==> config.mk <==
export PLATFORM = sky130hd
export DESIGN_NAME = edws_dev_end_flat
export DESIGN_NICKNAME = d
export VERILOG_FILES = /design/src/rtl/edws_pkg.sv /design/src/rtl/edws_if.sv /design/src/rtl/edws_dev_end.sv /design/src/rtl/edws_xlate.sv /design/src/flat_wrapper.sv
export SDC_FILE = /design/constraint.sdc
export NUM_CORES = 1
export LEC_CHECK = 0
export ABC_CLOCK_PERIOD_IN_PS = 10800
export BUFFER_PORTS_ARGS = -buffer_cell sky130_fd_sc_hd__clkbuf_2
export CORE_MARGIN = 2
export CORE_UTILIZATION = 44
export DETAILED_ROUTE_END_ITERATION = 12
export PLACE_DENSITY = 0.66
export SLEW_MARGIN = 30
export SYNTH_ARGS = -nofsm -noshare
export SYNTH_HDL_FRONTEND = slang
export SYNTH_SLANG_ARGS = --single-unit
==> constraint.sdc <==
create_clock -name clk_in -period 10.8 [get_ports clk_in]
set_input_delay 1.08 -clock clk_in [delete_from_list [all_inputs] [get_ports clk_in]]
set_output_delay 1.08 -clock clk_in [all_outputs]
set_load 0.005 [all_outputs]
==> src/rtl/edws_pkg.sv <==
// Constants and types shared by both ends of the extended data window.
// Assumes a 16-bit core issuing one access at a time on one clock.
package edws_pkg;

	// Address and data widths
	localparam int EA_W      = 16;
	localparam int ADDR_W    = 24;
	localparam int WIN_BIT   = 15;
	localparam int PSV_BIT   = 9;
	localparam int WD_W      = 32;

	// Fixed bounds and steps
	localparam logic [15:0] DATA_BASE = 16'h0800;
	localparam logic [23:0] EXT_BASE  = 24'h01_8800;
	localparam logic [15:0] WORD_STEP = 16'h0002;
	localparam logic [14:0] OFF_STEP  = 15'h0002;

	// Cycle costs of one word phase
	localparam logic [1:0] COST_FAST = 2'h1;
	localparam logic [1:0] COST_WIN  = 2'h2;
	localparam logic [1:0] COST_HEAD = 2'h3;
	localparam logic [1:0] REP_HEADS = 2'h2;

	// Reset values
	localparam logic [9:0]  RPAGE_RST = 10'h000;
	localparam logic [8:0]  WPAGE_RST = 9'h000;
	localparam logic [15:0] STACK_LIMIT_VALUE_RST = 16'h0000;
	localparam logic [15:0] SP_RST    = 16'h0800;

	// Controller register offsets
	localparam logic [3:0] HR_CMD    = 4'h0;
	localparam logic [3:0] HR_EA     = 4'h1;
	localparam logic [3:0] HR_WDATA  = 4'h2;
	localparam logic [3:0] HR_PC     = 4'h3;
	localparam logic [3:0] HR_SFR    = 4'h4;
	localparam logic [3:0] HR_STATUS = 4'h5;
	localparam logic [3:0] HR_RDATA  = 4'h6;

	// Field positions
	localparam int CMD_SIZE_LSB = 4;
	localparam int CMD_RMW_BIT  = 8;
	localparam int CMD_REP_BIT  = 9;
	localparam int CMD_SRL_LSB  = 16;
	localparam int SFR_SEL_LSB  = 16;

	typedef enum logic [2:0] {
		EDWS_K_READ, EDWS_K_WRITE, EDWS_K_PUSH,
		EDWS_K_POP, EDWS_K_CALL, EDWS_K_EXC
	} edws_kind_t;

	typedef enum logic [1:0] {
		EDWS_SZ_BYTE, EDWS_SZ_WORD, EDWS_SZ_DWORD
	} edws_size_t;

	typedef enum logic [1:0] {
		EDWS_SFR_RPAGE, EDWS_SFR_WPAGE, EDWS_SFR_STACK_LIMIT_VALUE, EDWS_SFR_SP
	} edws_sfr_t;

endpackage : edws_pkg

==> src/rtl/edws_if.sv <==
// Link between the core-side controller and the window logic.
// Assumes both ends share one clock; no clocking here.
`timescale 1ns/1ps
`default_nettype none
interface edws_if;
	import edws_pkg::*;

	logic              sfr_we;
	edws_sfr_t         sfr_sel;
	logic [15:0]       sfr_wdata;
	logic              acc_valid;
	edws_kind_t        acc_kind;
	edws_size_t        acc_size;
	logic              acc_rmw;
	logic              acc_rep;
	logic [EA_W-1:0]   acc_ea;
	logic [WD_W-1:0]   acc_wdata;
	logic [23:0]       acc_pc;
	logic [7:0]        acc_srl;
	logic              acc_done;
	logic [WD_W-1:0]   acc_rdata;
	logic              acc_atrap;
	logic              acc_strap;
	logic              acc_busy;
	logic [15:0]       acc_sp;

	modport dev (
		input  sfr_we, sfr_sel, sfr_wdata, acc_valid, acc_kind, acc_size,
		input  acc_rmw, acc_rep, acc_ea, acc_wdata, acc_pc, acc_srl,
		output acc_done, acc_rdata, acc_atrap, acc_strap, acc_busy, acc_sp
	);

	modport core (
		output sfr_we, sfr_sel, sfr_wdata, acc_valid, acc_kind, acc_size,
		output acc_rmw, acc_rep, acc_ea, acc_wdata, acc_pc, acc_srl,
		input  acc_done, acc_rdata, acc_atrap, acc_strap, acc_busy, acc_sp
	);

endinterface : edws_if
`default_nettype wire

==> src/rtl/edws_dev_end.sv <==
// Extended data window and stack check logic of the core data path.
// Assumes memory returns read data in the same cycle as the read strobe.
`timescale 1ns/1ps
`default_nettype none
module edws_dev_end
	import edws_pkg::*;
(
	// Clock and reset
	input  wire logic              clk_in,
	input  wire logic              rst_n_in,
	// Core side
	edws_if.dev                    link,
	// Data memory side
	output logic [ADDR_W-1:0]      mem_addr_out,
	output logic                   mem_re_out,
	output logic                   mem_we_out,
	output logic [1:0]             mem_be_out,
	output logic [15:0]            mem_wdata_out,
	output logic                   mem_ext_out,
	input  wire logic [15:0]       mem_rdata_in,
	// Trap pulses
	output logic                   addr_trap_out,
	output logic                   stack_trap_out
);

	typedef enum logic {EDWS_DS_IDLE, EDWS_DS_BUSY} edws_dst_t;

	typedef struct packed {
		edws_dst_t         st;
		edws_kind_t        kind;
		edws_size_t        size;
		logic              rmw;
		logic              rep;
		logic              two;
		logic              phase;
		logic [1:0]        cnt;
		logic [EA_W-1:0]   ea;
		logic [WD_W-1:0]   wd;
		logic [9:0]        rpage;
		logic [8:0]        wpage;
		logic [15:0]       stack_limit_value;
		logic [15:0]       sp;
		logic [1:0]        rep_cnt;
		logic [ADDR_W-1:0] mem_addr;
		logic              mem_re;
		logic              mem_we;
		logic [1:0]        mem_be;
		logic [15:0]       mem_wd;
		logic              mem_ext;
		logic              done;
		logic [WD_W-1:0]   rdata;
		logic              atrap;
		logic              strap;
	} edws_dev_state_t;

	localparam edws_dev_state_t DEV_RST = '{
		st: EDWS_DS_IDLE, kind: EDWS_K_READ, size: EDWS_SZ_BYTE,
		rpage: RPAGE_RST, wpage: WPAGE_RST, stack_limit_value: STACK_LIMIT_VALUE_RST,
		sp: SP_RST, default: '0};

	edws_dev_state_t   cur_ff;
	edws_dev_state_t   nxt_st;

	// Phase inputs, taken from the link when idle
	logic              idle;
	edws_kind_t        ph_kind;
	logic              ph_rd;
	logic              ph_push;
	logic              ph_stack;
	logic              ph_rmw;
	logic              ph_rep;
	logic [1:0]        ph_rc;
	logic [EA_W-1:0]   ph_ea;
	logic [9:0]        ph_page;
	logic [WD_W-1:0]   start_wd;
	logic [ADDR_W-1:0] xl_addr;
	logic              xl_win;
	logic              xl_trap;
	logic              ovf;
	logic              unf;
	logic [1:0]        cost;

	always_comb begin
		idle     = (cur_ff.st == EDWS_DS_IDLE);
		ph_kind  = idle ? link.acc_kind : cur_ff.kind;
		ph_rmw   = idle ? link.acc_rmw : cur_ff.rmw;
		ph_rep   = idle ? link.acc_rep : cur_ff.rep;
		ph_rc    = (idle && !link.acc_rep) ? 2'h0 : cur_ff.rep_cnt;
		ph_rd    = (ph_kind == EDWS_K_READ) || (ph_kind == EDWS_K_POP);
		ph_push  = (ph_kind == EDWS_K_PUSH) || (ph_kind == EDWS_K_CALL) ||
			(ph_kind == EDWS_K_EXC);
		ph_stack = ph_push || (ph_kind == EDWS_K_POP);
		// Stack phases always follow the live pointer
		if (ph_stack) begin
			ph_ea = (ph_kind == EDWS_K_POP) ?
				cur_ff.sp - WORD_STEP : cur_ff.sp;
		end else if (idle) begin
			ph_ea = link.acc_ea;
		end else if (cur_ff.ea[WIN_BIT]) begin
			// Wrap inside the window, page stays put
			ph_ea = {1'b1, cur_ff.ea[14:0] + OFF_STEP};
		end else begin
			ph_ea = cur_ff.ea + WORD_STEP;
		end
		// Modify-writes share the read page
		ph_page = (ph_rd || ph_rmw) ?
			cur_ff.rpage : {1'b0, cur_ff.wpage};
		ovf = ph_push && (ph_ea > cur_ff.stack_limit_value);
		unf = ph_stack && (ph_ea < DATA_BASE);
		// Window reads pay overhead, except repeats past the first two; writes never do
		if (ph_rd && xl_win) begin
			if (ph_rep) begin
				cost = (ph_rc < REP_HEADS) ? COST_HEAD : COST_FAST;
			end else begin
				cost = COST_WIN;
			end
		end else begin
			cost = COST_FAST;
		end
		// Program counter pushes carry a top byte of their own
		case (link.acc_kind)
			EDWS_K_CALL: start_wd = {8'h00, link.acc_pc};
			EDWS_K_EXC:  start_wd = {link.acc_srl, link.acc_pc};
			default:     start_wd = link.acc_wdata;
		endcase
	end

	edws_xlate u_xlate (
		.ea_in    (ph_ea),
		.page_in  (ph_page),
		.addr_out (xl_addr),
		.win_out  (xl_win),
		.trap_out (xl_trap)
	);

	////////////////////////////////////////////////////////////////////////
	// Next state
	always_comb begin
		logic start;
		start           = 1'b0;
		nxt_st          = cur_ff;
		nxt_st.done     = 1'b0;
		nxt_st.atrap    = 1'b0;
		nxt_st.strap    = 1'b0;
		nxt_st.mem_re   = 1'b0;
		nxt_st.mem_we   = 1'b0;
		// Page registers change only by explicit writes
		if (link.sfr_we) begin
			case (link.sfr_sel)
				EDWS_SFR_RPAGE: nxt_st.rpage = link.sfr_wdata[9:0];
				EDWS_SFR_WPAGE: nxt_st.wpage = link.sfr_wdata[8:0];
				EDWS_SFR_STACK_LIMIT_VALUE: nxt_st.stack_limit_value = {link.sfr_wdata[15:1],
					1'b0};
				EDWS_SFR_SP:    nxt_st.sp = {link.sfr_wdata[15:1], 1'b0};
				default:        nxt_st.sp = cur_ff.sp;
			endcase
		end
		case (cur_ff.st)
			EDWS_DS_IDLE: begin
				if (link.acc_valid) begin
					start        = 1'b1;
					nxt_st.kind  = link.acc_kind;
					nxt_st.size  = link.acc_size;
					nxt_st.rmw   = link.acc_rmw;
					nxt_st.rep   = link.acc_rep;
					nxt_st.wd    = start_wd;
					nxt_st.phase = 1'b0;
					nxt_st.two   = (link.acc_size == EDWS_SZ_DWORD) ||
						(link.acc_kind == EDWS_K_CALL) ||
						(link.acc_kind == EDWS_K_EXC);
					nxt_st.rep_cnt = ph_rc;
				end
			end
			EDWS_DS_BUSY: begin
				nxt_st.cnt    = cur_ff.cnt - 2'h1;
				nxt_st.mem_re = ph_rd && (cur_ff.cnt == 2'h2);
				if (cur_ff.cnt == 2'h1) begin
					// Strobe is visible now; data comes back with it
					if (ph_rd && cur_ff.phase) begin
						nxt_st.rdata[31:16] = mem_rdata_in;
					end else if (ph_rd) begin
						nxt_st.rdata[15:0] = mem_rdata_in;
					end
					if (cur_ff.two && !cur_ff.phase) begin
						start        = 1'b1;
						nxt_st.phase = 1'b1;
					end else begin
						nxt_st.st   = EDWS_DS_IDLE;
						nxt_st.done = 1'b1;
					end
				end
			end
			default: nxt_st.st = EDWS_DS_IDLE;
		endcase
		// Check and launch one word phase
		if (start) begin
			if (xl_trap || ovf || unf) begin
				nxt_st.atrap = xl_trap;
				nxt_st.strap = ovf || unf;
				nxt_st.done  = 1'b1;
				nxt_st.st    = EDWS_DS_IDLE;
			end else begin
				nxt_st.st       = EDWS_DS_BUSY;
				nxt_st.cnt      = cost;
				nxt_st.ea       = ph_ea;
				nxt_st.mem_addr = xl_addr;
				nxt_st.mem_ext  = xl_win && (xl_addr >= EXT_BASE);
				nxt_st.mem_re   = ph_rd && (cost == COST_FAST);
				nxt_st.mem_we   = !ph_rd;
				nxt_st.mem_wd   = nxt_st.phase ?
					nxt_st.wd[31:16] : nxt_st.wd[15:0];
				if (nxt_st.size == EDWS_SZ_BYTE && !ph_stack) begin
					nxt_st.mem_be = ph_ea[0] ? 2'b10 : 2'b01;
				end else begin
					nxt_st.mem_be = 2'b11;
				end
				if (ph_push) begin
					nxt_st.sp = cur_ff.sp + WORD_STEP;
				end else if (ph_stack) begin
					nxt_st.sp = cur_ff.sp - WORD_STEP;
				end
				if (ph_rd && xl_win && ph_rep && ph_rc < REP_HEADS) begin
					nxt_st.rep_cnt = ph_rc + 2'h1;
				end
			end
		end
	end

	// State register
	always_ff @(posedge clk_in or negedge rst_n_in) begin
		if (!rst_n_in) begin
			cur_ff <= DEV_RST;
		end else begin
			cur_ff <= nxt_st;
		end
	end

	////////////////////////////////////////////////////////////////////////
	// Outputs straight from the state register
	assign mem_addr_out   = cur_ff.mem_addr;
	assign mem_re_out     = cur_ff.mem_re;
	assign mem_we_out     = cur_ff.mem_we;
	assign mem_be_out     = cur_ff.mem_be;
	assign mem_wdata_out  = cur_ff.mem_wd;
	assign mem_ext_out    = cur_ff.mem_ext;
	assign addr_trap_out  = cur_ff.atrap;
	assign stack_trap_out = cur_ff.strap;
	assign link.acc_done  = cur_ff.done;
	assign link.acc_rdata = cur_ff.rdata;
	assign link.acc_atrap = cur_ff.atrap;
	assign link.acc_strap = cur_ff.strap;
	assign link.acc_busy  = (cur_ff.st == EDWS_DS_BUSY);
	assign link.acc_sp    = cur_ff.sp;

endmodule : edws_dev_end
`default_nettype wire

==> src/rtl/edws_xlate.sv <==
// Effective address to 24-bit data address translation, combinational.
// Assumes the caller has already chosen the read or write page.
`timescale 1ns/1ps
`default_nettype none
module edws_xlate
	import edws_pkg::*;
(
	// Address and page in
	input  wire logic [EA_W-1:0]   ea_in,
	input  wire logic [9:0]        page_in,
	// Translation out
	output logic [ADDR_W-1:0]      addr_out,
	output logic                   win_out,
	output logic                   trap_out
);

	// Window when the top address bit is set
	always_comb begin
		win_out = ea_in[WIN_BIT];
		if (ea_in[WIN_BIT]) begin
			addr_out = {page_in[8:0], ea_in[14:0]};
		end else begin
			addr_out = {8'h00, ea_in};
		end
		// Page 0 is base memory; program-space pages are not served here
		trap_out = ea_in[WIN_BIT] &&
			((page_in[8:0] == 9'h000) || page_in[PSV_BIT]);
	end

endmodule : edws_xlate
`default_nettype wire

==> src/flat_wrapper.sv <==
// flat-port wrapper written by rule: the top's interface ports become plain ports
module edws_dev_end_flat import edws_pkg::*;
  (clk_in, rst_n_in, mem_addr_out, mem_re_out, mem_we_out, mem_be_out, mem_wdata_out, mem_ext_out, mem_rdata_in, addr_trap_out, stack_trap_out, link_sfr_we, link_sfr_sel, link_sfr_wdata, link_acc_valid, link_acc_kind, link_acc_size, link_acc_rmw, link_acc_rep, link_acc_ea, link_acc_wdata, link_acc_pc, link_acc_srl, link_acc_done, link_acc_rdata, link_acc_atrap, link_acc_strap, link_acc_busy, link_acc_sp);
  edws_if link_i ();
  input  wire logic clk_in;
  input  wire logic rst_n_in;
  output logic [ADDR_W-1:0] mem_addr_out;
  output logic mem_re_out;
  output logic mem_we_out;
  output logic [1:0] mem_be_out;
  output logic [15:0] mem_wdata_out;
  output logic mem_ext_out;
  input  wire logic [15:0] mem_rdata_in;
  output logic addr_trap_out;
  output logic stack_trap_out;
  input wire logic [$bits(link_i.sfr_we)-1:0] link_sfr_we;
  input wire logic [$bits(link_i.sfr_sel)-1:0] link_sfr_sel;
  input wire logic [$bits(link_i.sfr_wdata)-1:0] link_sfr_wdata;
  input wire logic [$bits(link_i.acc_valid)-1:0] link_acc_valid;
  input wire logic [$bits(link_i.acc_kind)-1:0] link_acc_kind;
  input wire logic [$bits(link_i.acc_size)-1:0] link_acc_size;
  input wire logic [$bits(link_i.acc_rmw)-1:0] link_acc_rmw;
  input wire logic [$bits(link_i.acc_rep)-1:0] link_acc_rep;
  input wire logic [$bits(link_i.acc_ea)-1:0] link_acc_ea;
  input wire logic [$bits(link_i.acc_wdata)-1:0] link_acc_wdata;
  input wire logic [$bits(link_i.acc_pc)-1:0] link_acc_pc;
  input wire logic [$bits(link_i.acc_srl)-1:0] link_acc_srl;
  output wire logic [$bits(link_i.acc_done)-1:0] link_acc_done;
  output wire logic [$bits(link_i.acc_rdata)-1:0] link_acc_rdata;
  output wire logic [$bits(link_i.acc_atrap)-1:0] link_acc_atrap;
  output wire logic [$bits(link_i.acc_strap)-1:0] link_acc_strap;
  output wire logic [$bits(link_i.acc_busy)-1:0] link_acc_busy;
  output wire logic [$bits(link_i.acc_sp)-1:0] link_acc_sp;
  assign link_i.sfr_we = link_sfr_we;
  assign link_i.sfr_sel = link_sfr_sel;
  assign link_i.sfr_wdata = link_sfr_wdata;
  assign link_i.acc_valid = link_acc_valid;
  assign link_i.acc_kind = link_acc_kind;
  assign link_i.acc_size = link_acc_size;
  assign link_i.acc_rmw = link_acc_rmw;
  assign link_i.acc_rep = link_acc_rep;
  assign link_i.acc_ea = link_acc_ea;
  assign link_i.acc_wdata = link_acc_wdata;
  assign link_i.acc_pc = link_acc_pc;
  assign link_i.acc_srl = link_acc_srl;
  assign link_acc_done = link_i.acc_done;
  assign link_acc_rdata = link_i.acc_rdata;
  assign link_acc_atrap = link_i.acc_atrap;
  assign link_acc_strap = link_i.acc_strap;
  assign link_acc_busy = link_i.acc_busy;
  assign link_acc_sp = link_i.acc_sp;
  edws_dev_end u_core (.clk_in(clk_in), .rst_n_in(rst_n_in), .link(link_i), .mem_addr_out(mem_addr_out), .mem_re_out(mem_re_out), .mem_we_out(mem_we_out), .mem_be_out(mem_be_out), .mem_wdata_out(mem_wdata_out), .mem_ext_out(mem_ext_out), .mem_rdata_in(mem_rdata_in), .addr_trap_out(addr_trap_out), .stack_trap_out(stack_trap_out));
endmodule
* After elaboration in Yosys (flattened, before gate mapping) *
Cells that the tools add are included.

operators by class
  multiply operators = 0
  divide/modulo/power cells = 0
  equality and inequality tests = 13
  shift-type cells = 0
  reduce and logical (&&, ||, !) cells = 39
  add/subtract/negate cells = 6
  multiplexer cells = 54
  magnitude comparators = 4
  bitwise operators = 3

operators by type and width
  cell                                                                 count
  2-to-1 mux 16 bit                                                    12
  2-to-1 mux 33 bit                                                    2
  2-to-1 mux 32 bit                                                    2
  2-to-1 mux 64 bit                                                    1
  case mux 32 bit (2 select lines)                                     1
  2-to-1 mux 63 bit                                                    1
  2-to-1 mux 18 bit                                                    2
  adder 16 x 2 -> 16 bit, second input constant                        2
  greater-or-equal comparator 24 x 17 -> 1 bit, second input constant  1
  2-to-1 mux 2 bit                                                     12
  2-to-1 mux 24 bit                                                    1
  > comparator 16 bit                                                  1
  < comparator 16 x 12 -> 1 bit, second input constant                 1
  subtractor 16 x 2 -> 16 bit, second input constant                   1
  adder 15 x 2 -> 15 bit, second input constant                        1
  2-to-1 mux 1 bit                                                     14
  logical AND 1 bit                                                    13
  equality test 3 bit, second input constant                           4
  logical OR 1 bit                                                     11
  2-to-1 mux 10 bit                                                    1
  AND reduction 2 bit                                                  5
  logical NOT 9 bit                                                    1
  equality test 2 bit, second input constant                           4
  equality test 2 x 1 -> 1 bit, second input constant                  3
  other kinds (14)                                                     22

word-level totals
  bits in latches = 0
  memories = 0
  RAM bits = 0
  flip-flop bits (word level) = 192
  memory bits (read-only) = 0
  logic and storage cells = 145

* Logic depth before layout (Yosys ltp) *
Gate-level depths: netlist of run 1.

  depth after elaboration = 12
  mapped depth = 18

* Hierarchy *
Synthesis of run 1 repeated with hierarchy kept, for this count alone.

second synthesis, totals
  cells, all modules = 1107
  area, all modules = 11013.1 um2

by module, submodules not included
  module        area an instance (um2)  sequential area each (um2)  instances  cells an instance
  edws_dev_end  10789.1                 4805.9                      1          1077
  edws_xlate    224.0                   0.0                         1          30

* Least setup slack after synthesis of run 1 *
Ideal clock, no wire load.

  path type = input-to-reg
  from = in link_acc_kind[2]
  to = reg u_core.cur_ff, in the netlist u_core.mem_addr_out[10]
  cell stages on the path = 15
  library setup time = 125 ps
  setup slack = 6372 ps
  data arrival time = 4302 ps
  cells stage by stage = mux2i_2 -> xnor2_1 -> nor2_1 -> a221oi_2 -> clkbuf_1 -> inv_1 -> ha_1 -> nand4_1 -> a21oi_1 -> nor2_1 -> a311oi_1 -> a21o_4 -> nor2_4 -> buf_6 -> mux2_4

on the way
  cells in the longest elaborated chain, start to end = 12
  elaborated cells on any way between the ends = 26
  those cells by class = 2 x order compare; 4 x eq/ne; 5 x mux; 1 x bitwise; 14 x reduce/logical

RTL lines
  element                                                                     RTL line             RTL
  from (decl)                                                                 flat_wrapper.sv:20   input wire logic [$bits(link_i.acc_kind)-1:0] link_acc_kind;
  2-to-1 mux 3 bit (*)                                                        edws_dev_end.sv:85   ph_kind = idle ? link.acc_kind : cur_ff.kind;
  equality test 3 x 2 -> 1 bit / equality test 3 bit (equally long branches)  edws_dev_end.sv:90   ph_push = (ph_kind == EDWS_K_PUSH) || (ph_kind == EDWS_K_CALL) ||
  logical OR 1 bit (2 in a row)                                               edws_dev_end.sv:90
  logical OR 1 bit                                                            edws_dev_end.sv:92   ph_stack = ph_push || (ph_kind == EDWS_K_POP);
  2-to-1 mux 16 bit (*)                                                       edws_dev_end.sv:94   if (ph_stack) begin
  named net u_core.ph_ea[15]                                                  edws_dev_end.sv:73   logic [EA_W-1:0] ph_ea;
  > comparator 16 bit                                                         edws_dev_end.sv:108  ovf = ph_push && (ph_ea > cur_ff.stack_limit_value);
  logical AND 1 bit                                                           edws_dev_end.sv:108
  logical OR 1 bit                                                            edws_dev_end.sv:197  if (xl_trap || ovf || unf) begin
  logical OR 1 bit (*)                                                        edws_dev_end.sv:197
  inverter 1 bit (no source line) (*)                                         n/a
  AND reduction 2 bit (no source line) (*)                                    n/a
  to (signal assigned)                                                        edws_dev_end.sv:234  cur_ff <= nxt_st;
  to (decl)                                                                   edws_dev_end.sv:61   edws_dev_state_t cur_ff;

The timed path passes the listed nets; every way through them passes the cells marked *.
A chain may end at the register's enable or synchronous reset.

* Final worst setup path of run 1 *
  from = in link_acc_kind[2]
  to = reg u_core.cur_ff, in the netlist u_core.mem_addr_out[0]

Same word-level chain as after synthesis.

==> results of run 1 <==
path summary, 6_finish.rpt:
path,from,endpoint,slack [ns]
worst max-delay path,link_acc_kind[2],u_core.mem_addr_out[0]$_DFFE_PN0N_,5.32
worst min register to register,u_core.cur_ff[142]$_DFF_PN0_,u_core.cur_ff[142]$_DFF_PN0_,0.49
worst min-delay path,u_core.cur_ff[142]$_DFF_PN0_,u_core.cur_ff[142]$_DFF_PN0_,0.49
worst max register to register,u_core.link.acc_busy$_DFF_PN0_,u_core.mem_addr_out[0]$_DFFE_PN0N_,5.32
max in group asynchronous,rst_n_in,u_core.mem_wdata_out[10]$_DFFE_PN0N_,8.91
min in group asynchronous,rst_n_in,u_core.cur_ff[131]$_DFFE_PN0P_,0.72
kinds of logic (layout without fill, tap and decap cells):
family	after synthesis	count (layout)	share of synthesized area, %
adder cells (fa/ha/maj)	20	20	2.42
buffers and inverters	180	297	10.3
flip-flops	177	177	42.8
multiplexers	154	154	16.3
AO/OA/AOI/OAI	240	240	14.8
XOR/XNOR	22	22	1.86
AND/OR/NAND/NOR	241	241	11.6
cells in the final DEF (no fill, tap or decap), types with 13 or more instances in the layout:
| master | count |
|---|---|
| a21oi_1 | 50 |
| and3_1 | 15 |
| clkbuf_16 | 17 |
| clkbuf_2 | 222 |
| dfrtp_1 | 176 |
| ha_1 | 20 |
| inv_1 | 29 |
| mux2_2 | 80 |
| mux2i_1 | 65 |
| nand2_1 | 80 |
| nand3_1 | 22 |
| nor2_1 | 53 |
| nor3_1 | 17 |
| o21ai_0 | 108 |
| xnor2_1 | 13 |
power by group:
part | total (W) | switching [W] | internal (W)
clock network | 0.000671 | 0.000292 | 0.000380
logic | 0.00173 | 0.00100 | 0.000729
registers | 0.00119 | 0.000256 | 0.000939
cell usage after synthesis (all sizes together) (3+ instances only):
cell type	number
mux2i	66
nor3	18
a32oi	7
nand3	22
or3	4
ha	20
a211oi	6
o21ai	109
nor2b	4
dfrtp	176
a31oi	6
a21o	6
clkbuf	41
mux2	88
o211ai	4
nand2b	4
a221oi	4
a22oi	3
xnor2	14
xor2	8
and3	15
nor2	55
nor4	8
or4	3
nand2	82
nand4	12
o221ai	4
inv	30
o31ai	13
a21oi	51
a41oi	3
buf	109
state kept, by name, indices dropped and copies added, names as in the netlist, 2 cells and up:
signal                 cells
u_core.mem_addr_out       24
u_core.link.acc_sp        16
u_core.mem_be_out          2
u_core.link.acc_rdata     32
u_core.mem_wdata_out      16
u_core.cur_ff             80
metrics by stage:
step | setup slack (ns) | power, W | util [%] | hold slack (ns)
after floorplan | 6.37 | 0.00252 | - | 0.456
after global placement | 5.21 | 0.00288 | 47.4 | 0.473
after detailed placement | 5.10 | 0.00292 | 47.4 | 0.485
after CTS | 5.43 | 0.00360 | 50.1 | 0.501
after global routing | 4.98 | 0.00385 | 50.2 | 0.519
final | 5.32 | 0.00360 | 50.2 | 0.495
final cells by class:
type                            instances  area [um^2]  share of cell area, %
Clock inverter                         14          199                   1.70
Timing Repair Buffer                  235         1220                   10.4
Multi-Input combinational cell        677         4880                   41.8
Clock buffer                           18          439                   3.76
Tap cell                              319          399                   3.42
Inverter                               30          113                  0.964
Sequential cell                       177         4430                   37.9
layer usage:
layer / up-vias / global-route usage, % / share of wire (%)
met5: - / 0 / 0.042
met4: 2 / 6.62 / 1.9
met3: 37 / 4.60 / 6.5
met2: 310 / 36.8 / 48
met1: 3983 / 31.2 / 44
li1: 3842 / - / -
worst max-delay path: stages:
cell and delay, ns:
clkbuf_2 0.16, mux2i_2 0.45, nand3_1 0.71, nor2_1 0.43, nand2_1 0.14, xor2_1 0.15, o21ai_0 0.24, ha_1 0.30
a21o_1 0.18, nand3_1 0.08, a21oi_1 0.07, nor2_1 0.08, a311oi_1 0.21, a21o_4 0.38, nor2_4 0.70, mux2_2 0.41
==> impl_metrics.env, run 1 <==
export IMPL_cts_buffer_depth=2
export IMPL_period_share_pct=50.7
export IMPL_max_slew_margin_rel_pct=37.2
export IMPL_viasPerCell=5.56
export IMPL_fin_skew_ns=0.0132
export IMPL_hold_path_class="flip-flop to flip-flop"
export IMPL_synthTopCellsByArea="dfrtp_1, mux2_2, buf_4"
export IMPL_synth_top_area_cell="dfrtp_1"
export IMPL_dp_cells=1438
export IMPL_ys_seq_area_share_pct=42.8
export IMPL_grt_pass1_wl_um=43400
export IMPL_rows=56
export IMPL_final_nets=1283
export IMPL_p_leak_nw=5.48
export IMPL_synthCells=1034
export IMPL_initial_core_util_pct=44.5
export IMPL_p_per_area_nw_per_um2=308
export IMPL_critPathKind="primary input to flip-flop"
export IMPL_grt_pass1_vias=7678
export IMPL_antenna_left=0
export IMPL_r2r_cells=16
export IMPL_dpl_instance_area_um2=11000
export IMPL_cp_end_kind="flip-flop"
export IMPL_fin_area_um2=11700
export IMPL_area_growth_pct=12.8
export IMPL_rsz0062_at_grt="no"
export IMPL_dpl_hpwl_um=20600
export IMPL_antenna_cells=0
export IMPL_hold_violations=0
export IMPL_clk_pin_slew_worst_paths_ns=0.07
export IMPL_syn_area_per_cell_um2=10.0
export IMPL_synth_edf_count=0
export IMPL_startpoint_type="primary input"
export IMPL_port_buffers=223
export IMPL_fin_crit_ns=5.48
export IMPL_holdPathStages=2
export IMPL_synth_top_cell_area_share_pct=42.6
export IMPL_cts_setup_buffers=0
export IMPL_synth_ff_type="dfrtp_1"
export IMPL_first_pass_iters=8
export IMPL_postCtsHoldBufs=0
export IMPL_critPathRequiredTime_ns=11.11
export IMPL_grt_max_degree=110
export IMPL_layout_drive_gt1_share_pct=33.2
export IMPL_chipWidth_um=157
export IMPL_synth_ff_latch_count=177
export IMPL_async_flop_share_pct=100
export IMPL_drt_iter0_drc=509
export IMPL_cts_tree="built"
export IMPL_grt_overflow=0
export IMPL_cts_inserted_buffers=17
export IMPL_tightest_slew_ns=0.940
export IMPL_clock_latency_ns=0.43
export IMPL_worstPathArrival_ns=5.78
export IMPL_antenna_found_initial=1
export IMPL_yosysWarnings=0
export IMPL_io_pins=224
export IMPL_htreeDepth=4
export IMPL_cts_resized=0
export IMPL_status="completed"
export IMPL_die_y_um=157
export IMPL_drc=0
export IMPL_detail_route_wl_per_cell_um=19.4
export IMPL_clockRootBuffer="clkbuf_16"
export IMPL_worstPathMaxFanout=31
export IMPL_wirelength_um=28500
export IMPL_die_area_um2=24800
export IMPL_synth_nets=1179
export IMPL_setup_tns_ns=0
export IMPL_place_congestion=0.960
export IMPL_clock_sinks=177
export IMPL_max_freq_mhz=183
export IMPL_setup_viol=0
export IMPL_max_vdd_ir_drop_v=0.000180
export IMPL_synth_cell_types=78
export IMPL_vias=8174
export IMPL_netlist_area_um2=10300
export IMPL_final_max_slew_viol_count=0
export IMPL_grt_total_usage_pct=22.8
export IMPL_fp_coreArea_um2=23300
export IMPL_fill_cells=2199
export IMPL_finalNonFillerCells=1470
export IMPL_maxCapViolations=0
(Power assumes the default switching activity.)
==> run 2, diff against run 1 <==
--- a/config.mk
+++ b/config.mk
@@ -5,7 +5,7 @@
 export SDC_FILE = /design/constraint.sdc
 export NUM_CORES = 1
 export LEC_CHECK = 0
-export ABC_CLOCK_PERIOD_IN_PS = 10800
+export ABC_CLOCK_PERIOD_IN_PS = 5600
 export BUFFER_PORTS_ARGS = -buffer_cell sky130_fd_sc_hd__clkbuf_2
 export CORE_MARGIN = 2
 export CORE_UTILIZATION = 44
==> constraint.sdc (replaced) <==
create_clock -name clk_in -period 5.6 [get_ports clk_in]
set_input_delay 0.56 -clock clk_in [delete_from_list [all_inputs] [get_ports clk_in]]
set_output_delay 0.56 -clock clk_in [all_outputs]
set_load 0.005 [all_outputs]
==> run 2 against run 1 <==
- register-to-register slack got worse by 4.7 ns
- global-route usage fell by 0.18 points
- clock power is 70% higher
- non-clock buffer count increased by 8
- sequential power up 91%
- sequential share of layout area up 0.12 points
- first-iteration DRC count rose by 32%
- critical endpoint is now u_core.mem_addr_out[3]$_DFFE_PN0N_
- largest power group unchanged
- highest routed layer is now met4
==> impl_metrics.env, run 2 (synthesis gave the netlist of run 1 again) <==
export IMPL_detail_route_wl_per_cell_um=18.8
export IMPL_clock_latency_ns=0.43
export IMPL_dpl_hpwl_um=20700
export IMPL_grt_pass1_vias=7819
export IMPL_p_per_area_nw_per_um2=586
export IMPL_rsz0062_at_grt="no"
export IMPL_antenna_found_initial=0
export IMPL_worstPathArrival_ns=5.28
export IMPL_clk_pin_slew_worst_paths_ns=0.07
export IMPL_grt_pass1_wl_um=43600
export IMPL_period_share_pct=88.8
export IMPL_startpoint_type="flip-flop"
export IMPL_r2r_slack_ns=0.63
export IMPL_fin_area_um2=11600
export IMPL_cts_setup_buffers=0
export IMPL_top_register="u_core.cur_ff"
export IMPL_drt_iter0_drc=670
export IMPL_finalPower_w=0.00682
export IMPL_fp_coreArea_um2=23300
export IMPL_p_leak_nw=5.47
export IMPL_hold_violations=0
export IMPL_cts_inserted_buffers=17
export IMPL_setup_viol=0
export IMPL_viasPerCell=5.57
export IMPL_dp_slack_ns=0.710
export IMPL_hold_path_class="primary input to async pin"
export IMPL_dpl_instance_area_um2=11100
export IMPL_critPathRequiredTime_ns=5.91
export IMPL_htreeDepth=4
export IMPL_port_buffers=223
export IMPL_cts_buffer_depth=2
export IMPL_first_pass_iters=5
export IMPL_layout_drive_gt1_share_pct=33.5
export IMPL_place_congestion=0.933
export IMPL_final_nets=1291
export IMPL_clock_sinks=177
export IMPL_critPathKind="flip-flop to flip-flop"
export IMPL_rows=56
export IMPL_initial_core_util_pct=44.5
export IMPL_die_y_um=157
export IMPL_io_pins=224
export IMPL_vias=8235
export IMPL_final_max_slew_viol_count=0
export IMPL_die_area_um2=24800
export IMPL_cts_tree="built"
export IMPL_max_vdd_ir_drop_v=0.000271
export IMPL_postCtsHoldBufs=0
export IMPL_clockRootBuffer="clkbuf_16"
export IMPL_largest_reg_flops=80
export IMPL_max_slew_margin_rel_pct=39.2
export IMPL_worstPathMaxFanout=31
export IMPL_chipWidth_um=157
export IMPL_fin_ws_ns=0.626
export IMPL_drc=0
export IMPL_cts_resized=0
export IMPL_grt_max_degree=85
export IMPL_grt_total_usage_pct=22.7
export IMPL_fin_crit_ns=4.97
export IMPL_maxCapViolations=0
export IMPL_setup_tns_ns=0
export IMPL_area_growth_pct=12.5
export IMPL_tightest_slew_ns=0.912
export IMPL_grt_overflow=0
export IMPL_fill_cells=2185
export IMPL_max_freq_mhz=201
export IMPL_cp_end_kind="flip-flop"
export IMPL_wirelength_um=27800
export IMPL_antenna_cells=0
export IMPL_fin_skew_ns=0.0131
export IMPL_layout_commonest_cell="clkbuf_2"
export IMPL_status="completed"
export IMPL_final_cell_mix="clkbuf_2, dfrtp_1, o21ai_0"
export IMPL_antenna_left=0
[run 2: changes by cell type in the layout (fill, tap and decap cells not counted), moves of 2 or more]
cell / delta
buf_4: +9
clkbuf_1: +2
inv_6: +2
bufinv_16: -3
[run 2: critical path, cell delays in order (launching register included)]
cell	delay, ns
dfrtp_1	0.73
mux2_2	0.47
nor3_1	0.35
or2_1	0.38
buf_4	0.25
a21oi_1	0.10
ha_1	0.30
nor2b_1	0.13
o21ai_0	0.16
a21oi_1	0.10
o21ai_0	0.18
a311oi_1	0.11
buf_4	0.18
a21o_4	0.32
nor2_4	0.69
mux2_2	0.41
[run 2: through the flow]
stage / hold WS, ns / cells / util, %
CTS: 0.214 / 1478 / 50.0
global placement: 0.471 / 1446 / 47.6
floorplan: 0.264 / 1034 / -
finish: 0.183 / 1478 / 50.0
detailed placement: 0.480 / 1446 / 47.6
global route: 0.219 / 1478 / 50.0
[run 2: final timing paths]
kind,from,to,depth (start not counted)
worst max-delay path,u_core.link.acc_busy$_DFF_PN0_,u_core.mem_addr_out[3]$_DFFE_PN0N_,15
worst min-delay path,rst_n_in,u_core.cur_ff[131]$_DFFE_PN0P_,1
worst max register to register,u_core.link.acc_busy$_DFF_PN0_,u_core.mem_addr_out[3]$_DFFE_PN0N_,15
worst min register to register,u_core.cur_ff[152]$_DFF_PN0_,u_core.cur_ff[152]$_DFF_PN0_,2
max in group asynchronous,rst_n_in,u_core.mem_addr_out[3]$_DFFE_PN0N_,2
min in group clk_in,mem_rdata_in[6],u_core.link.acc_rdata[22]$_DFFE_PN0P_,2
[run 2: area by class of cell]
type                       instances  area, um^2  area share [%]
clock inverter                    13         121            1.04
inverter                          30         113           0.968
timing repair buffer             243        1270            10.9
multi-input combinational        677        4870            41.8
sequential                       177        4430            38.1
tap                              319         399            3.43
clock buffer                      19         433            3.72
[run 2: report_power, final]
part | internal (W) | leakage (nW) | switching (W) | total, W
Clock | 0.000588 | 0.264 | 0.000554 | 0.00114
Sequential | 0.00181 | 2.16 | 0.000460 | 0.00227
Combinational | 0.00144 | 3.04 | 0.00196 | 0.00340
[run 2: per-layer routing]
metal  wire [um]  GRT usage, %  share of wire (%)
met1       12400          31.2                 45
met2       13200          37.1                 47
met3        1760          3.77                6.3
met4         484          5.93                1.7
met5           0             0                  0
==> run 3, diff against run 2 <==
--- a/config.mk
+++ b/config.mk
@@ -5,13 +5,15 @@
 export SDC_FILE = /design/constraint.sdc
 export NUM_CORES = 1
 export LEC_CHECK = 0
-export ABC_CLOCK_PERIOD_IN_PS = 5600
+export ABC_CLOCK_PERIOD_IN_PS = 4100
 export BUFFER_PORTS_ARGS = -buffer_cell sky130_fd_sc_hd__clkbuf_2
 export CORE_MARGIN = 2
 export CORE_UTILIZATION = 44
 export DETAILED_ROUTE_END_ITERATION = 12
-export PLACE_DENSITY = 0.66
+export MAX_ROUTING_LAYER = met4
+export PLACE_DENSITY = 0.68
 export SLEW_MARGIN = 30
 export SYNTH_ARGS = -nofsm -noshare
 export SYNTH_HDL_FRONTEND = slang
 export SYNTH_SLANG_ARGS = --single-unit
+export TNS_END_PERCENT = 100
==> constraint.sdc (replaced) <==
create_clock -name clk_in -period 4.1 [get_ports clk_in]
set_input_delay 0.41 -clock clk_in [delete_from_list [all_inputs] [get_ports clk_in]]
set_output_delay 0.41 -clock clk_in [all_outputs]
set_load 0.005 [all_outputs]
==> run 3 against run 2 <==
- count of clock-buffer cells in the layout fell by 2
- non-clock buffer count rose by 50
- wire length rose by 4.1%
- die area did not move
- fmax rose by 26%
- global-route usage rose by 1.4 points
- flip-flop and latch count did not move
- sequential share of layout area fell by 1.8 points
- total power rose by 47%
- register-to-register slack got worse by 0.47 ns
- combinational power rose by 59%
- critical path type unchanged
- highest routed layer unchanged
==> impl_metrics.env, run 3 (synthesis gave the netlist of run 1 again) <==
export IMPL_htreeDepth=4
export IMPL_dpl_hpwl_um=21600
export IMPL_worstPathMaxFanout=17
export IMPL_slowest_delay_ns=0.57
export IMPL_endpoint="u_core.mem_addr_out[3]$_DFFE_PN0N_"
export IMPL_setup_viol=0
export IMPL_clk_pin_slew_worst_paths_ns=0.07
export IMPL_hold_violations=0
export IMPL_io_pins=224
export IMPL_startpoint="u_core.link.acc_sp[8]$_DFF_PN0_"
export IMPL_status="completed"
export IMPL_multi_input_area_um2=4950
export IMPL_chipWidth_um=157
export IMPL_area_growth_pct=17.9
export IMPL_tightest_slew_ns=0.912
export IMPL_clock_sinks=177
export IMPL_die_y_um=157
export IMPL_r2r_slack_ns=0.16
export IMPL_cp_end_kind="flip-flop"
export IMPL_period_share_pct=96.1
export IMPL_maxCapViolations=0
export IMPL_p_leak_nw=5.77
export IMPL_place_congestion=0.979
export IMPL_grt_max_degree=95
export IMPL_combPwrFrac_pct=54.0
export IMPL_startpoint_type="flip-flop"
export IMPL_fin_ws_ns=0.159
export IMPL_slowest_stage="or4_4"
export IMPL_grt_pass1_wl_um=44300
export IMPL_p_seq_share_pct=29.7
export IMPL_grt_pass1_vias=7744
export IMPL_detail_route_wl_per_cell_um=19.0
export IMPL_antenna_left=0
export IMPL_p_per_area_nw_per_um2=821
export IMPL_first_pass_iters=5
export IMPL_fin_skew_ns=0.00902
export IMPL_seq_area_um2=4430
export IMPL_antenna_found_initial=0
export IMPL_drt_iter0_drc=525
export IMPL_reg2reg_from="u_core.link.acc_sp[8]$_DFF_PN0_"
export IMPL_dpl_instance_area_um2=11500
export IMPL_clock_latency_ns=0.43
export IMPL_path_cells="or4_4 -> nor4b_4 -> and3_1 -> o21ai_1 -> and2_4 -> ha_1 -> nand4_1 -> buf_4 -> nor4_4 -> a311oi_4 -> a21o_4 -> nor2_4 -> buf_12 -> mux2_2"
export IMPL_max_slew_margin_rel_pct=39.2
export IMPL_final_cell_mix="clkbuf_2, dfrtp_1, o21ai_0"
export IMPL_port_buffers=223
export IMPL_wirelength_um=29000
export IMPL_postCtsHoldBufs=0
export IMPL_final_max_slew_viol_count=0
export IMPL_dp_slack_ns=0.191
export IMPL_grt_total_usage_pct=24.1
export IMPL_max_freq_mhz=254
export IMPL_vias=8369
export IMPL_rows=56
export IMPL_p_int_w=0.00574
export IMPL_top_register="u_core.cur_ff"
export IMPL_fill_cells=2148
export IMPL_setup_tns_ns=0
export IMPL_switchingPower_w=0.00427
export IMPL_fp_coreArea_um2=23300
export IMPL_power_share_clock_pct=16.3
export IMPL_critPathRequiredTime_ns=4.41
export IMPL_viasPerCell=5.48
export IMPL_largest_reg_flops=80
export IMPL_hold_path_class="primary input to async pin"
export IMPL_fin_util_pct=52.5
export IMPL_cts_buffer_depth=2
export IMPL_layout_drive_gt1_share_pct=37.5
export IMPL_cts_tree="built"
export IMPL_clockRootBuffer="clkbuf_16"
export IMPL_die_area_um2=24800
export IMPL_reg2reg_to="u_core.mem_addr_out[3]$_DFFE_PN0N_"
export IMPL_fin_crit_ns=3.94
export IMPL_r2r_cells=14
export IMPL_worstPathArrival_ns=4.25
export IMPL_critPathKind="flip-flop to flip-flop"
export IMPL_cts_inserted_buffers=17
export IMPL_drc=0
export IMPL_p_sw_share_pct=42.6
export IMPL_layout_commonest_cell="clkbuf_2"
export IMPL_max_vdd_ir_drop_v=0.000542
export IMPL_final_nets=1341
export IMPL_fin_area_um2=12200
export IMPL_initial_core_util_pct=44.5
export IMPL_antenna_cells=0
export IMPL_grt_overflow=0
[run 3: cell count changes in the layout (fill, tap and decap cells not counted), sizes merged]
cell and change:
buf +49, bufinv +1, clkbuf -1, clkinv +1, clkinvlp +1, inv -1
[run 3: metal layers]
layer	GRT usage, %	part of all wire, %
met1	32.2	44
met2	37.9	48
met3	4.74	6.9
met4	5.71	1.3
met5	-	0
[run 3: worst max-delay path: cells and delay by family (launching register included)]
family / cells / cell delay [ns]
flip-flops: 1 / 0.39
AO/OA/AOI/OAI: 3 / 0.47
multiplexers: 1 / 0.35
buffers and inverters: 2 / 0.34
AND/OR/NAND/NOR: 7 / 1.97
adder cells (fa/ha/maj): 1 / 0.29
[run 3: power by group through the flow]
| stage | combinational (W) | clock, W | sequential (W) |
|---|---|---|---|
| finish | 0.00541 | 0.00163 | 0.00298 |
| global route | 0.00595 | 0.00174 | 0.00306 |
| CTS | 0.00525 | 0.00166 | 0.00298 |
| detailed placement | 0.00523 | 0 | 0.00301 |
| global placement | 0.00517 | 0 | 0.00298 |
| floorplan | 0.00382 | 0 | 0.00283 |
[run 3: what timing repair did]
action	in CTS	in global routing
resized for setup	0	16
endpoints found under the setup margin	0	40
endpoints found under the hold margin	0	0
setup buffers	0	5
[run 3: cell type report]
cell class	count	share of cell area, %
repair buffers	293	14.0
inverters	30	0.923
well taps	319	3.27
clock inverters	15	1.37
flip-flops and latches	177	36.3
clock buffers	17	3.49
multi-input cells	677	40.6
[run 3: metrics by stage]
stage / hold WS, ns / total power [W] / instances
after floorplan: 0.114 / 0.00665 / 1034
after global placement: 0.473 / 0.00815 / 1491
after detailed placement: 0.480 / 0.00823 / 1491
after CTS: 0.114 / 0.00989 / 1523
after global routing: 0.103 / 0.0108 / 1528
final: 0.0480 / 0.0100 / 1528
[run 3: worst min-delay path by stage]
stage / end / slack (ns) / cells past startpoint
global placement: u_core.cur_ff[164]$_DFF_PN0_ / 0.47 / 2
finish: u_core.cur_ff[109]$_DFFE_PN0P_ / 0.05 / 1
floorplan: u_core.addr_trap_out$_DFF_PN0_ / 0.11 / 0
CTS: u_core.cur_ff[109]$_DFFE_PN0P_ / 0.11 / 1
global route: u_core.cur_ff[109]$_DFFE_PN0P_ / 0.10 / 1
detailed placement: u_core.cur_ff[160]$_DFF_PN0_ / 0.48 / 2
